===== src/design/veoc_consts.vh =====
`ifndef VEOC_CONSTS_VH
`define VEOC_CONSTS_VH

// Event slots in the counter bank.
`define VEOC_EVENT_COUNT 16
`define VEOC_INC_W 8
`define VEOC_EV_SCALABLE_DOUBLE_FP_ELEMENT_OPS 0
`define VEOC_EV_FIXED_DOUBLE_FP_ELEMENT_OPS 1
`define VEOC_EV_SCALABLE_INTEGER_ELEMENT_OPS 2
`define VEOC_EV_FIXED_INTEGER_ELEMENT_OPS 3
`define VEOC_EV_SCALABLE_MEM_ACCESS_ELEMENT_OPS 4
`define VEOC_EV_FIXED_MEM_ACCESS_ELEMENT_OPS 5
`define VEOC_EV_SCALABLE_READ_ELEMENT_OPS 6
`define VEOC_EV_FIXED_READ_ELEMENT_OPS 7
`define VEOC_EV_SCALABLE_WRITE_ELEMENT_OPS 8
`define VEOC_EV_FIXED_WRITE_ELEMENT_OPS 9
`define VEOC_EV_SCALABLE_MEM_ACCESS_BYTES 10
`define VEOC_EV_FIXED_MEM_ACCESS_BYTES 11
`define VEOC_EV_SCALABLE_READ_BYTES 12
`define VEOC_EV_FIXED_READ_BYTES 13
`define VEOC_EV_SCALABLE_WRITE_BYTES 14
`define VEOC_EV_FIXED_WRITE_BYTES 15

// Architectural event numbers of the sixteen counters, in slot order.
`define VEOC_CODE_SCALABLE_DOUBLE_FP_ELEMENT_OPS 16'h80C6
`define VEOC_CODE_FIXED_DOUBLE_FP_ELEMENT_OPS 16'h80C7
`define VEOC_CODE_SCALABLE_INTEGER_ELEMENT_OPS 16'h80C8
`define VEOC_CODE_FIXED_INTEGER_ELEMENT_OPS 16'h80C9
`define VEOC_CODE_SCALABLE_MEM_ACCESS_ELEMENT_OPS 16'h80CA
`define VEOC_CODE_FIXED_MEM_ACCESS_ELEMENT_OPS 16'h80CB
`define VEOC_CODE_SCALABLE_READ_ELEMENT_OPS 16'h80CC
`define VEOC_CODE_FIXED_READ_ELEMENT_OPS 16'h80CD
`define VEOC_CODE_SCALABLE_WRITE_ELEMENT_OPS 16'h80CE
`define VEOC_CODE_FIXED_WRITE_ELEMENT_OPS 16'h80CF
`define VEOC_CODE_SCALABLE_MEM_ACCESS_BYTES 16'h80DA
`define VEOC_CODE_FIXED_MEM_ACCESS_BYTES 16'h80DB
`define VEOC_CODE_SCALABLE_READ_BYTES 16'h80DC
`define VEOC_CODE_FIXED_READ_BYTES 16'h80DD
`define VEOC_CODE_SCALABLE_WRITE_BYTES 16'h80DE
`define VEOC_CODE_FIXED_WRITE_BYTES 16'h80DF

// Operation classes issued by the pipeline.
`define VEOC_CLASS_NONE 2'h0
`define VEOC_CLASS_DOUBLE_FP 2'h1
`define VEOC_CLASS_INTEGER 2'h2
`define VEOC_CLASS_MEMORY 2'h3

// Memory transfer kinds.
`define VEOC_MEM_SINGLE_REGISTER 3'h0
`define VEOC_MEM_PAIR 3'h1
`define VEOC_MEM_ATOMIC_LOAD 3'h2
`define VEOC_MEM_ATOMIC_STORE 3'h3
`define VEOC_MEM_REPLICATING_LOAD 3'h4
`define VEOC_MEM_QUAD_REPLICATING_LOAD 3'h5
`define VEOC_MEM_MULTI_STRUCTURE 3'h6
`define VEOC_MEM_SCALABLE_VECTOR 3'h7

// Increment amounts.
`define VEOC_REFERENCE_BYTES 8'h10
`define VEOC_DOUBLE_SCALABLE_INC 8'h02
`define VEOC_DOUBLE_VECTOR_INC 8'h02
`define VEOC_SCALAR_INC 8'h01
`define VEOC_PAIR_INC 8'h02

`endif


===== src/design/veoc_counter.v =====
`timescale 1ns/10ps
`default_nettype none
module veoc_counter #(
  parameter CNT_W = 64,
  parameter ADD_W = 12
) (
  input  wire             clock,
  input  wire             rst,
  input  wire             clear,
  input  wire [ADD_W-1:0] add,
  output reg  [CNT_W-1:0] count
);
  reg [CNT_W-1:0] next_count;

  // Clear restarts from this cycle's increment, so an operation in the clear cycle is kept.
  always @* begin
    next_count = (clear ? {CNT_W{1'b0}} : count) + {{(CNT_W-ADD_W){1'b0}}, add};
  end

  always @(posedge clock) begin
    if (rst) begin
      count <= {CNT_W{1'b0}};
    end else begin
      count <= next_count;
    end
  end
endmodule
`default_nettype wire


===== src/design/veoc_event_counters.v =====
// Operation
// - Scalable double-precision op adds 2; fused multiply-add adds 4.
// - Fixed double-precision: vector adds 2, scalar 1, fused doubles; scalable excluded.
// - Scalable integer op adds 128/container size; multiply-add forms add twice.
// - Fixed integer: vector adds element count, scalar 1; multiply-accumulate doubles.
// - Scalable access elements: 128/container times registers; replicating loads excluded.
// - Fixed access elements: single 1, pair 2, atomics, replicating, quad, multi-structure.
// - Scalable read elements: 128/container times registers per vector load.
// - Fixed read elements: single 1, pair 2, atomic 1, replicating, quad, multi-structure.
// - Scalable write elements: 128/container times registers per vector store.
// - Fixed write elements: single 1, pair 2, atomic store 1, multi-structure.
// - Scalable access bytes: 16/(container/memory size) times registers, no replicating.
// - Fixed access bytes: memory size/8, doubled for pairs and atomic loads, quad 16.
// - Scalable read bytes: 16/(container/memory size) times registers per load.
// - Fixed read bytes: memory size/8 for single, atomic, replicating; pair doubles.
// - Scalable write bytes: 16/(container/memory size) times registers per store.
// - Fixed write bytes: memory size/8 single and atomic, pair doubles, multi-structure.
// - Scalable counts scale to 128-bit width; multiply-add counts two per element.
`timescale 1ns/10ps
`default_nettype none
`include "veoc_consts.vh"
module veoc_event_counters #(
  parameter SLOTS = 2,
  parameter CNT_W = 64,
  parameter SUM_W = 12
) (
  input  wire                              clock,
  input  wire                              rst,
  input  wire                              counter_clear,
  input  wire [SLOTS-1:0]                  slot_valid,
  input  wire [2*SLOTS-1:0]                slot_class,
  input  wire [SLOTS-1:0]                  slot_scalable,
  input  wire [SLOTS-1:0]                  slot_vector,
  input  wire [SLOTS-1:0]                  slot_fused,
  input  wire [3*SLOTS-1:0]                slot_mem_kind,
  input  wire [SLOTS-1:0]                  slot_store,
  input  wire [2*SLOTS-1:0]                slot_container_element_bits_log,
  input  wire [2*SLOTS-1:0]                slot_memory_element_bits_log,
  input  wire [5*SLOTS-1:0]                slot_fixed_elements,
  input  wire [3*SLOTS-1:0]                slot_registers,
  output reg  [`VEOC_EVENT_COUNT*SUM_W-1:0] cycle_increment,
  output wire [`VEOC_EVENT_COUNT*CNT_W-1:0] event_count
);
  localparam ALL_INC_W = `VEOC_EVENT_COUNT * `VEOC_INC_W;

  wire [SLOTS*ALL_INC_W-1:0]          slot_inc;
  reg  [`VEOC_EVENT_COUNT*SUM_W-1:0] next_cycle_increment;
  integer                            e;
  integer                            s;

  function [7:0] twice;
    input [7:0] value;
    begin
      twice = {value[6:0], 1'b0};
    end
  endfunction

  // Memory amounts of one operation, packed low to high as fixed read ops, fixed
  // write ops, fixed read bytes, fixed write bytes, then the same four for scalable.
  function [63:0] memory_increments;
    input       store;
    input [2:0] kind;
    input [1:0] csz;
    input [1:0] msz;
    input [4:0] elems;
    input [2:0] regs;

    reg [7:0] per_vec;
    reg [7:0] unit;
    reg [7:0] scl_bytes;
    reg [7:0] multi_ops;
    reg [7:0] multi_bytes;
    reg [7:0] ld_ops;
    reg [7:0] st_ops;
    reg [7:0] ld_bytes;
    reg [7:0] st_bytes;
    reg [7:0] sld_ops;
    reg [7:0] sst_ops;
    reg [7:0] sld_bytes;
    reg [7:0] sst_bytes;
    begin
      per_vec     = `VEOC_REFERENCE_BYTES >> csz;
      unit        = 8'h01 << msz;
      // A memory element wider than its container is malformed; count it as unpacked.
      scl_bytes = (msz <= csz) ? (`VEOC_REFERENCE_BYTES >> (csz - msz)) : `VEOC_REFERENCE_BYTES;
      multi_ops   = {3'h0, elems} * {5'h00, regs};
      multi_bytes = ({3'h0, elems} << msz) * {5'h00, regs};
      ld_ops      = 8'h00;
      st_ops      = 8'h00;
      ld_bytes    = 8'h00;
      st_bytes    = 8'h00;
      sld_ops     = 8'h00;
      sst_ops     = 8'h00;
      sld_bytes   = 8'h00;
      sst_bytes   = 8'h00;
      case (kind)
        `VEOC_MEM_SINGLE_REGISTER: begin
          ld_ops   = store ? 8'h00 : `VEOC_SCALAR_INC;
          ld_bytes = store ? 8'h00 : unit;
          st_ops   = store ? `VEOC_SCALAR_INC : 8'h00;
          st_bytes = store ? unit : 8'h00;
        end

        `VEOC_MEM_PAIR: begin
          ld_ops   = store ? 8'h00 : `VEOC_PAIR_INC;
          ld_bytes = store ? 8'h00 : twice(unit);
          st_ops   = store ? `VEOC_PAIR_INC : 8'h00;
          st_bytes = store ? twice(unit) : 8'h00;
        end

        `VEOC_MEM_ATOMIC_LOAD: begin
          // An atomic load reads and writes, so it feeds both halves and doubles the sum.
          // Atomic read-write.
          ld_ops   = `VEOC_SCALAR_INC;
          ld_bytes = unit;
          st_ops   = `VEOC_SCALAR_INC;
          st_bytes = unit;
        end

        `VEOC_MEM_ATOMIC_STORE: begin
          st_ops   = `VEOC_SCALAR_INC;
          st_bytes = unit;
        end

        `VEOC_MEM_REPLICATING_LOAD: begin
          ld_ops   = `VEOC_SCALAR_INC;
          ld_bytes = unit;
        end

        `VEOC_MEM_QUAD_REPLICATING_LOAD: begin
          ld_ops   = per_vec;
          ld_bytes = `VEOC_REFERENCE_BYTES;
        end

        `VEOC_MEM_MULTI_STRUCTURE: begin
          ld_ops   = store ? 8'h00 : multi_ops;
          ld_bytes = store ? 8'h00 : multi_bytes;
          st_ops   = store ? multi_ops : 8'h00;
          st_bytes = store ? multi_bytes : 8'h00;
        end

        default: begin
          sld_ops   = store ? 8'h00 : per_vec * {5'h00, regs};
          sld_bytes = store ? 8'h00 : scl_bytes * {5'h00, regs};
          sst_ops   = store ? per_vec * {5'h00, regs} : 8'h00;
          sst_bytes = store ? scl_bytes * {5'h00, regs} : 8'h00;
        end
      endcase
      memory_increments = {sst_bytes, sld_bytes, sst_ops, sld_ops,
                           st_bytes, ld_bytes, st_ops, ld_ops};
    end
  endfunction

  // Increments of one issued operation for all sixteen events.
  function [ALL_INC_W-1:0] slot_increments;
    input       valid;
    input [1:0] op_class;
    input       scalable;
    input       vector;
    input       fused;
    input [2:0] kind;
    input       store;
    input [1:0] csz;
    input [1:0] msz;
    input [4:0] elems;
    input [2:0] regs;
    reg [ALL_INC_W-1:0] r;
    reg [7:0]           per_vec;
    reg [7:0]           amount;
    reg [7:0]           ld_ops;
    reg [7:0]           st_ops;
    reg [7:0]           ld_bytes;
    reg [7:0]           st_bytes;
    reg [7:0]           sld_ops;
    reg [7:0]           sst_ops;
    reg [7:0]           sld_bytes;
    reg [7:0]           sst_bytes;
    begin
      r         = {ALL_INC_W{1'b0}};
      // Element counts are referred to a 128-bit vector whatever the real length.
      // Reference width scaling.
      per_vec   = `VEOC_REFERENCE_BYTES >> csz;
      ld_ops    = 8'h00;
      st_ops    = 8'h00;
      ld_bytes  = 8'h00;
      st_bytes  = 8'h00;
      sld_ops   = 8'h00;
      sst_ops   = 8'h00;
      sld_bytes = 8'h00;
      sst_bytes = 8'h00;
      amount    = 8'h00;
      if (valid && op_class == `VEOC_CLASS_DOUBLE_FP) begin
        if (scalable) begin
          amount = fused ? twice(`VEOC_DOUBLE_SCALABLE_INC) : `VEOC_DOUBLE_SCALABLE_INC;
          r[`VEOC_EV_SCALABLE_DOUBLE_FP_ELEMENT_OPS*8 +: 8] = amount;
        end else begin
          amount = vector ? `VEOC_DOUBLE_VECTOR_INC : `VEOC_SCALAR_INC;
          r[`VEOC_EV_FIXED_DOUBLE_FP_ELEMENT_OPS*8 +: 8] = fused ? twice(amount) : amount;
        end
      end
      if (valid && op_class == `VEOC_CLASS_INTEGER) begin
        if (scalable) begin
          r[`VEOC_EV_SCALABLE_INTEGER_ELEMENT_OPS*8 +: 8] = fused ? twice(per_vec) : per_vec;
        end else begin
          amount = vector ? {3'h0, elems} : `VEOC_SCALAR_INC;
          r[`VEOC_EV_FIXED_INTEGER_ELEMENT_OPS*8 +: 8] = fused ? twice(amount) : amount;
        end
      end
      if (valid && op_class == `VEOC_CLASS_MEMORY) begin
        {sst_bytes, sld_bytes, sst_ops, sld_ops, st_bytes, ld_bytes, st_ops, ld_ops} =
          memory_increments(store, kind, csz, msz, elems, regs);
      end
      r[`VEOC_EV_FIXED_READ_ELEMENT_OPS*8 +: 8]     = ld_ops;
      r[`VEOC_EV_FIXED_WRITE_ELEMENT_OPS*8 +: 8]    = st_ops;
      r[`VEOC_EV_FIXED_MEM_ACCESS_ELEMENT_OPS*8 +: 8] = ld_ops + st_ops;
      r[`VEOC_EV_SCALABLE_READ_ELEMENT_OPS*8 +: 8]  = sld_ops;
      r[`VEOC_EV_SCALABLE_WRITE_ELEMENT_OPS*8 +: 8] = sst_ops;
      r[`VEOC_EV_SCALABLE_MEM_ACCESS_ELEMENT_OPS*8 +: 8] = sld_ops + sst_ops;
      r[`VEOC_EV_SCALABLE_READ_BYTES*8 +: 8]        = sld_bytes;
      r[`VEOC_EV_SCALABLE_WRITE_BYTES*8 +: 8]       = sst_bytes;
      r[`VEOC_EV_SCALABLE_MEM_ACCESS_BYTES*8 +: 8]  = sld_bytes + sst_bytes;
      r[`VEOC_EV_FIXED_READ_BYTES*8 +: 8]           = ld_bytes;
      r[`VEOC_EV_FIXED_WRITE_BYTES*8 +: 8]          = st_bytes;
      r[`VEOC_EV_FIXED_MEM_ACCESS_BYTES*8 +: 8]     = ld_bytes + st_bytes;
      slot_increments = r;
    end
  endfunction

  genvar gs;
  genvar ge;
  generate
    for (gs = 0; gs < SLOTS; gs = gs + 1) begin : g_slot
      assign slot_inc[gs*ALL_INC_W +: ALL_INC_W] = slot_increments(
        slot_valid[gs],
        slot_class[2*gs +: 2],
        slot_scalable[gs],
        slot_vector[gs],
        slot_fused[gs],
        slot_mem_kind[3*gs +: 3],
        slot_store[gs],
        slot_container_element_bits_log[2*gs +: 2],
        slot_memory_element_bits_log[2*gs +: 2],
        slot_fixed_elements[5*gs +: 5],
        slot_registers[3*gs +: 3]);
    end
  endgenerate

  // Adding all slots in one cycle keeps counts exact at the cost of a wider adder.
  // Same-cycle summation.
  always @* begin
    next_cycle_increment = {(`VEOC_EVENT_COUNT*SUM_W){1'b0}};
    for (e = 0; e < `VEOC_EVENT_COUNT; e = e + 1) begin
      for (s = 0; s < SLOTS; s = s + 1) begin
        next_cycle_increment[e*SUM_W +: SUM_W] = next_cycle_increment[e*SUM_W +: SUM_W]
          + {{(SUM_W-`VEOC_INC_W){1'b0}}, slot_inc[s*ALL_INC_W + e*`VEOC_INC_W +: `VEOC_INC_W]};
      end
    end
  end

  always @(posedge clock) begin
    if (rst) begin
      cycle_increment <= {(`VEOC_EVENT_COUNT*SUM_W){1'b0}};
    end else begin
      cycle_increment <= next_cycle_increment;
    end
  end

  generate
    for (ge = 0; ge < `VEOC_EVENT_COUNT; ge = ge + 1) begin : g_counter
      veoc_counter #(
        .CNT_W (CNT_W),
        .ADD_W (SUM_W)
      ) u_counter (
        .clock (clock),
        .rst   (rst),
        .clear (counter_clear),
        .add   (next_cycle_increment[ge*SUM_W +: SUM_W]),
        .count (event_count[ge*CNT_W +: CNT_W])
      );
    end
  endgenerate
endmodule
`default_nettype wire


===== config.mk =====
export PLATFORM = sky130hd
export DESIGN_NAME = veoc_event_counters
export DESIGN_NICKNAME = d
export VERILOG_FILES = /design/src/design/veoc_counter.v /design/src/design/veoc_event_counters.v
export VERILOG_INCLUDE_DIRS = /design/src /design/src/design
export SDC_FILE = /design/constraint.sdc
export NUM_CORES = 2
export LEC_CHECK = 0
export BUFFER_PORTS_ARGS = -buffer_cell sky130_fd_sc_hd__buf_2
export CAP_MARGIN = 20
export CORE_AREA = 2 2 486 488
export CTS_BUF_LIST = sky130_fd_sc_hd__clkbuf_16
export DETAILED_ROUTE_END_ITERATION = 8
export DIE_AREA = 0 0 488 490
export PLACE_DENSITY = 0.49
export SYNTH_ARGS = -nofsm -noshare
export SYNTH_HDL_FRONTEND = slang
export SYNTH_SLANG_ARGS = --single-unit

===== constraint.sdc =====
create_clock -name clock -period 8.2 [get_ports clock]
set_input_delay 1.64 -clock clock [delete_from_list [all_inputs] [get_ports clock]]
set_output_delay 1.64 -clock clock [all_outputs]
set_load 0.05 [all_outputs]

==> Word level (Yosys, flattened, before mapping) <==
Cells that the tools add are included.
{ "classes": {"mul": 8, "shifts": 8, "muxes": 106, "n_eq_ne": 18, "order_cmp": 2, "reduce_logical": 14, "addsub": 42} }
{ "op_table": {"columns": ["op", "count"], "rows": [
  ["64-bit by 9-bit adder with 64-bit output", 16],
  ["64-bit two-way mux", 16],
  ["8-bit two-way mux", 54],
  ["8-bit one-hot mux with 5 select lines", 4],
  ["8-bit by 8-bit adder with 9-bit output", 16],
  ["8-bit one-hot mux with 4 select lines", 4],
  ["8-bit adder", 8],
  ["8-bit by 3-bit multiplier with 8-bit output", 6],
  ["5-bit by 2-bit >> shifter with 8-bit output, first input constant", 4],
  ["14-bit two-way mux", 2],
  ["3-bit two-way mux", 8],
  ["6-bit two-way mux", 4],
  ["11-bit two-way mux", 2],
  ["3-bit equality test, second input constant", 6],
  ["5-bit by 3-bit multiplier with 8-bit output", 2],
  ["1-bit by 2-bit left shift with 8-bit output, first input constant", 2],
  ["5-bit by 2-bit left shift with 8-bit output", 2],
  ["7-bit OR reduction", 2],
  ["3-bit by 2-bit equality test with 1-bit output, second input constant", 4],
  ["2-bit two-way mux", 6],
  ["5-bit two-way mux", 2],
  ["2-bit equality test, second input constant", 4],
  ["2-bit OR reduction", 4],
  ["3-bit by 1-bit equality test with 1-bit output, second input constant", 2],
  ["other kinds (6)", 18]
]} }
{ "word_totals": {"inputBits": 47, "register_bits": 1216, "elab_cells": 215} }

==> Logic depth before layout (Yosys ltp) <==
{ "logic_depth": {"word_depth": 10, "mapped_depth": 32, "mapped_depth_nobuf": 30} }

==> Cells and area by module <==
Synthesis repeated with hierarchy kept, for this count alone.
{ "hier_totals": {"cells_unflattened": 9719, "hier_area_um2": 80095.6} }
{ "modules_own_cells": {"columns": ["mod", "cells_each", "n_inst", "area_per_inst_um2", "seq_area_each_um2"], "rows": [
  ["veoc_counter", 492, 16, 4092.7, 1281.2],
  ["veoc_event_counters", 1847, 1, 14612.8, 2442.3]
]} }

==> Worst setup path before layout <==
OpenSTA, ideal clock, no wires.
{ "synth_timing": {"path_kind": "input -> register", "startpoint": "input slot_container_element_bits_log[2]", "endpoint": "register g_counter[10].u_counter.count[56]", "n_path_buf": 2, "arrival_time_ns": 7.754, "slack_ns": 0.319, "path_stages": 31, "cell_sequence": "clkbuf_1 inv_1 ha_1 fa_1 nor2b_1 nor3b_1 nand2_1 fa_1 inv_1 ha_1 fa_1 xnor2_1 nor4_1 nand2_1 inv_1 ha_1 a21oi_1 o21ai_0 xor2_1 ha_1 a21oi_1 xnor2_1 ha_1 o21a_1 o21ai_0 a21oi_1 nand3_1 clkbuf_1 nor4_1 xnor2_1 nor2_1"} }
{ "synth_between": {"elab_chain_len": 10, "elab_cells_between_ends": 14, "classes_between": "4 x add/sub; 1 x mul; 1 x order compare; 1 x shift; 7 x mux"} }
{ "synth_rtl": {"columns": ["item", "line", "source"], "rows": [
  ["start, declared", "veoc_event_counters.v:37", "input wire [2*SLOTS-1:0] slot_container_element_bits_log,"],
  ["2-bit subtractor", "veoc_event_counters.v:85", "scl_bytes = (msz <= csz) ? (`VEOC_REFERENCE_BYTES >> (csz - msz)) : `VEOC_REFERENCE_BYTES;"],
  ["5-bit by 2-bit >> shifter with 8-bit output (no source line)", null, null],
  ["8-bit two-way mux (no source line) (*)", null, null],
  ["8-bit by 3-bit multiplier with 8-bit output (*)", "veoc_event_counters.v:144, veoc_event_counters.v:146", null],
  ["8-bit two-way mux, on equally long branches", "veoc_event_counters.v:144, veoc_event_counters.v:146", null],
  ["8-bit two-way mux", "veoc_event_counters.v:96", "case (kind)"],
  ["8-bit two-way mux", "veoc_event_counters.v:209", "if (valid && op_class == `VEOC_CLASS_MEMORY) begin"],
  ["8-bit adder (*)", "veoc_event_counters.v:221", "r[`VEOC_EV_SCALABLE_MEM_ACCESS_BYTES*8 +: 8] = sld_bytes + sst_bytes;"],
  ["8-bit by 8-bit adder with 9-bit output (*)", "veoc_event_counters.v:254", "next_cycle_increment[e*SUM_W +: SUM_W] = next_cycle_increment[e*SUM_W +: SUM_W]"],
  ["net g_counter[10].u_counter.add[7]", "veoc_counter.v:10", "input wire [ADD_W-1:0] add,"],
  ["64-bit by 9-bit adder with 64-bit output (*)", "veoc_counter.v:17", "next_count = (clear ? {CNT_W{1'b0}} : count) + {{(CNT_W-ADD_W){1'b0}}, add};"],
  ["end signal, assigned", "veoc_counter.v:22", "count <= {CNT_W{1'b0}};"],
  ["end signal, assigned", "veoc_counter.v:24", "count <= next_count;"],
  ["end, declared", "veoc_counter.v:11", "output reg [CNT_W-1:0] count"]
]} }
The timed path passes the listed nets; every way through them passes the cells marked *.
A chain may end at the register's enable or synchronous reset.

==> Final worst setup path <==
{ "layout_timing": {"startpoint": "input slot_container_element_bits_log[2]", "endpoint": "register g_counter[10].u_counter.count[62]"} }
Same word-level chain as after synthesis.

==> impl_metrics.ini <==
[run_status]
run_status = completed

[global_routing]
grt_max_degree = 184
grt_pass1_vias = 58060
grt_usage_pct = 22.5
overflow = 0
antenna_found_initial = 11
grt_pass1_wl_um = 404000

[routing]
drt-total-wl_um = 281000
drc = 0
first_pass_iters = 6
detail-route-antenna-nets = 0
wire_per_inst_um = 22.7
drt_iter0_markers = 4107
vias = 60942
vias_per_cell = 4.93

[logic_synthesis]
synth_seq_cells = 1138
synthCells = 7887
postSynth.topFlopCell = dfxtp_1
syn_area_sq_um = 64600
ys_seq_area_share_pct = 35.3
ys_types = 86
synthArstFlopShare_pct = 0
synth_edf_count = 0
synth.yosys.warnings = 0
syn_area_per_cell_sq_um = 8.19

[die]
placementRows = 178
dieArea_sq_um = 239000
die_h_um = 490
core-area_sq_um = 234000
dieWidth_um = 488
start_util_pct = 27.6
io_pins = 1263

[timing]
finalCritPeriodShare_pct = 93.9
finClkSkew_ns = 0.0703
rsz0062_at_grt = no
relSlewSlack_pct = 14.4
max_freq_mhz = 130
maxSlewViolCount = 0
min_period_ns = 7.70
finalSetupViolCount = 0
tightest_slew_ns = 1.28
worst_slack_ns = 0.502
hold_violations = 0

[cts]
cts_sinks = 1138
clk_pin_slew_ns = 0.06
cts_tree = yes
cts-root-buf = clkbuf_16
clockBufferDepth = 3
clkLatencyLatePin_ns = 0.80
htreeDepth = 4
hold_buffers = 0
cts_resized = 0
cts_setup_buffers = 0
cts_made_buffers = 144

[run]
maxCapViolations = 0

[placed_design]
dp_cells = 12107
pre_cts_slack_ns = -0.209
hpwl_um = 221000
place_congestion = 0.946
port_buffers = 1184

[layout]
areaGrowthSynthToFinish_pct = 22.9
drive_gt1_share_pct = 17.8
fin_util_pct = 33.9
instances_no_fill = 12370
nNetsFinal = 9559

[power_and_ir_drop]
intPower_w = 0.00922
p_clk_share_pct = 50.0
power_frac_seq_pct = 44.2
swShare_pct = 26.5
power_density_nw_per_um2 = 158
p_switching_w = 0.00332
p_total_w = 0.0125
vdd_drop_max_uv = 162
comb_power_share_pct = 5.7
power_leakage_nw = 34.3

[setup_path]
required_ns = 8.82
regToRegStartpoint = g_counter[2].u_counter.count[1]
crit_type = in -> reg
cp_slowest_cell = fa_1
r2r-end = g_counter[2].u_counter.count[63]
worstPathMaxFanout = 15
crit_path_frequent_cell = ha_1
r2r_cells = 11
worstPathArrival_ns = 8.32
end_kind = register
reg2reg_slack_ns = 4.52
worstSetupStartpointType = input port
max_stage_delay_ns = 0.54

[worst_hold_path]
hold_path_depth = 2
min_to = g_counter[13].u_counter.count[63]
min-delay-start = g_counter[13].u_counter.count[63]
hold_path_class = reg -> reg
[cell usage in the layout, fill, tap and decap left out, types with 111 or more instances in the layout]
| cell type | Yosys | layout |
|---|---|---|
| inv_1 | 257 | 293 |
| nand4_1 | 227 | 227 |
| o21ai_0 | 171 | 170 |
| xor2_1 | 381 | 381 |
| or3_1 | 132 | 132 |
| a21o_1 | 111 | 111 |
| clkbuf_16 | 0 | 145 |
| and3_1 | 181 | 181 |
| nand2_1 | 630 | 630 |
| dfxtp_1 | 1138 | 1138 |
| nand3_1 | 345 | 345 |
| nor3_1 | 226 | 223 |
| ha_1 | 334 | 334 |
| a21oi_1 | 294 | 292 |
| buf_4 | 78 | 176 |
| nor2b_1 | 470 | 470 |
| buf_2 | 13 | 1184 |
| nor2_1 | 1208 | 1207 |
| xnor2_1 | 605 | 605 |
[stage by stage]
| step | area, sq um | hold slack [ns] | setup TNS, ns |
|---|---|---|---|
| after floorplan | 64900 | 0.690 | 0 |
| after global placement | 74700 | 0.465 | -0.442 |
| after detailed placement | 74800 | 0.480 | -2.84 |
| after CTS | 79400 | 0.490 | 0 |
| after global routing | 79400 | 0.511 | 0 |
| final | 79400 | 0.491 | 0 |
[per-layer routing]
layer	vias to the layer above	track usage, %	wire, um
li1	29093	-	-
met1	29486	28.8	119000
met2	1997	35.6	125000
met3	364	6.89	25300
met4	2	7.83	10500
met5	-	0	13
[power by group through the flow]
| stage | Sequential [W] | Combinational (W) | Clock [W] |
|---|---|---|---|
| 2_1_floorplan | 0.00570 | 0.000476 | 0 |
| 3_3_place_gp | 0.00567 | 0.000714 | 0 |
| 3_5_place_dp | 0.00567 | 0.000717 | 0 |
| 4_1_cts | 0.00555 | 0.000720 | 0.00645 |
| 5_1_grt | 0.00554 | 0.000775 | 0.00668 |
| 6_report | 0.00555 | 0.000719 | 0.00627 |
[cells in the mapped netlist (all sizes together), types with 181 or more instances]
cell    count  area share, %
and3      181            1.8
a21oi     294            2.3
xor2      381            5.2
nand4     227            2.2
ha        334            6.5
nor2     1208            7.0
nand2     630            3.7
xnor2     605            8.2
inv       257            1.5
clkbuf    278            1.6
nor2b     470            4.6
dfxtp    1138             35
nand3     345            2.7
nor3      228            1.8
[how the worst max path moves through the flow]
stage / cells past startpoint / end / startpoint / slack, ns
final: 32 / g_counter[10].u_counter.count[62] / slot_container_element_bits_log[2] / 0.50
after global routing: 31 / g_counter[10].u_counter.count[46] / slot_container_element_bits_log[2] / 0.07
after CTS: 31 / g_counter[10].u_counter.count[62] / slot_container_element_bits_log[2] / 0.63
after detailed placement: 31 / g_counter[10].u_counter.count[62] / slot_container_element_bits_log[2] / -0.21
after global placement: 31 / g_counter[10].u_counter.count[60] / slot_container_element_bits_log[2] / -0.08
after floorplan: 31 / g_counter[10].u_counter.count[56] / slot_container_element_bits_log[2] / 0.32
[area by class of cell]
cell class,count,area [sq um]
Antenna cell,5,12.5
Clock buffer,145,3630
Clock inverter,112,960
Fill cell,24710,155000
Inverter,257,972
Multi-Input combinational cell,6184,39500
Sequential cell,1138,22800
Tap cell,3150,3940
Timing Repair Buffer,1379,7610
[state kept, by name, indices dropped and copies added (netlist names)]
| signal | flops |
|---|---|
| g_counter.u_counter.count | 1016 |
| cycle_increment | 122 |
[cells by family after synthesis]
logic type / synth area share, %
AND/OR/NAND/NOR: 30.2
flip-flops: 35.3
XOR/XNOR: 13.4
AO/OA/AOI/OAI: 7.78
buffers and inverters: 4.22
adder cells (fa/ha/maj): 8.78
multiplexers: 0.347
other: 0.00581
[critical path: cells and delay by family]
family / cells / cell delay, ns
AO/OA/AOI/OAI: 4 / 0.75
adder cells (fa/ha/maj): 8 / 2.64
buffers and inverters: 6 / 0.71
AND/OR/NAND/NOR: 11 / 2.03
XOR/XNOR: 3 / 0.53
Power figures use the tool's default switching activity.
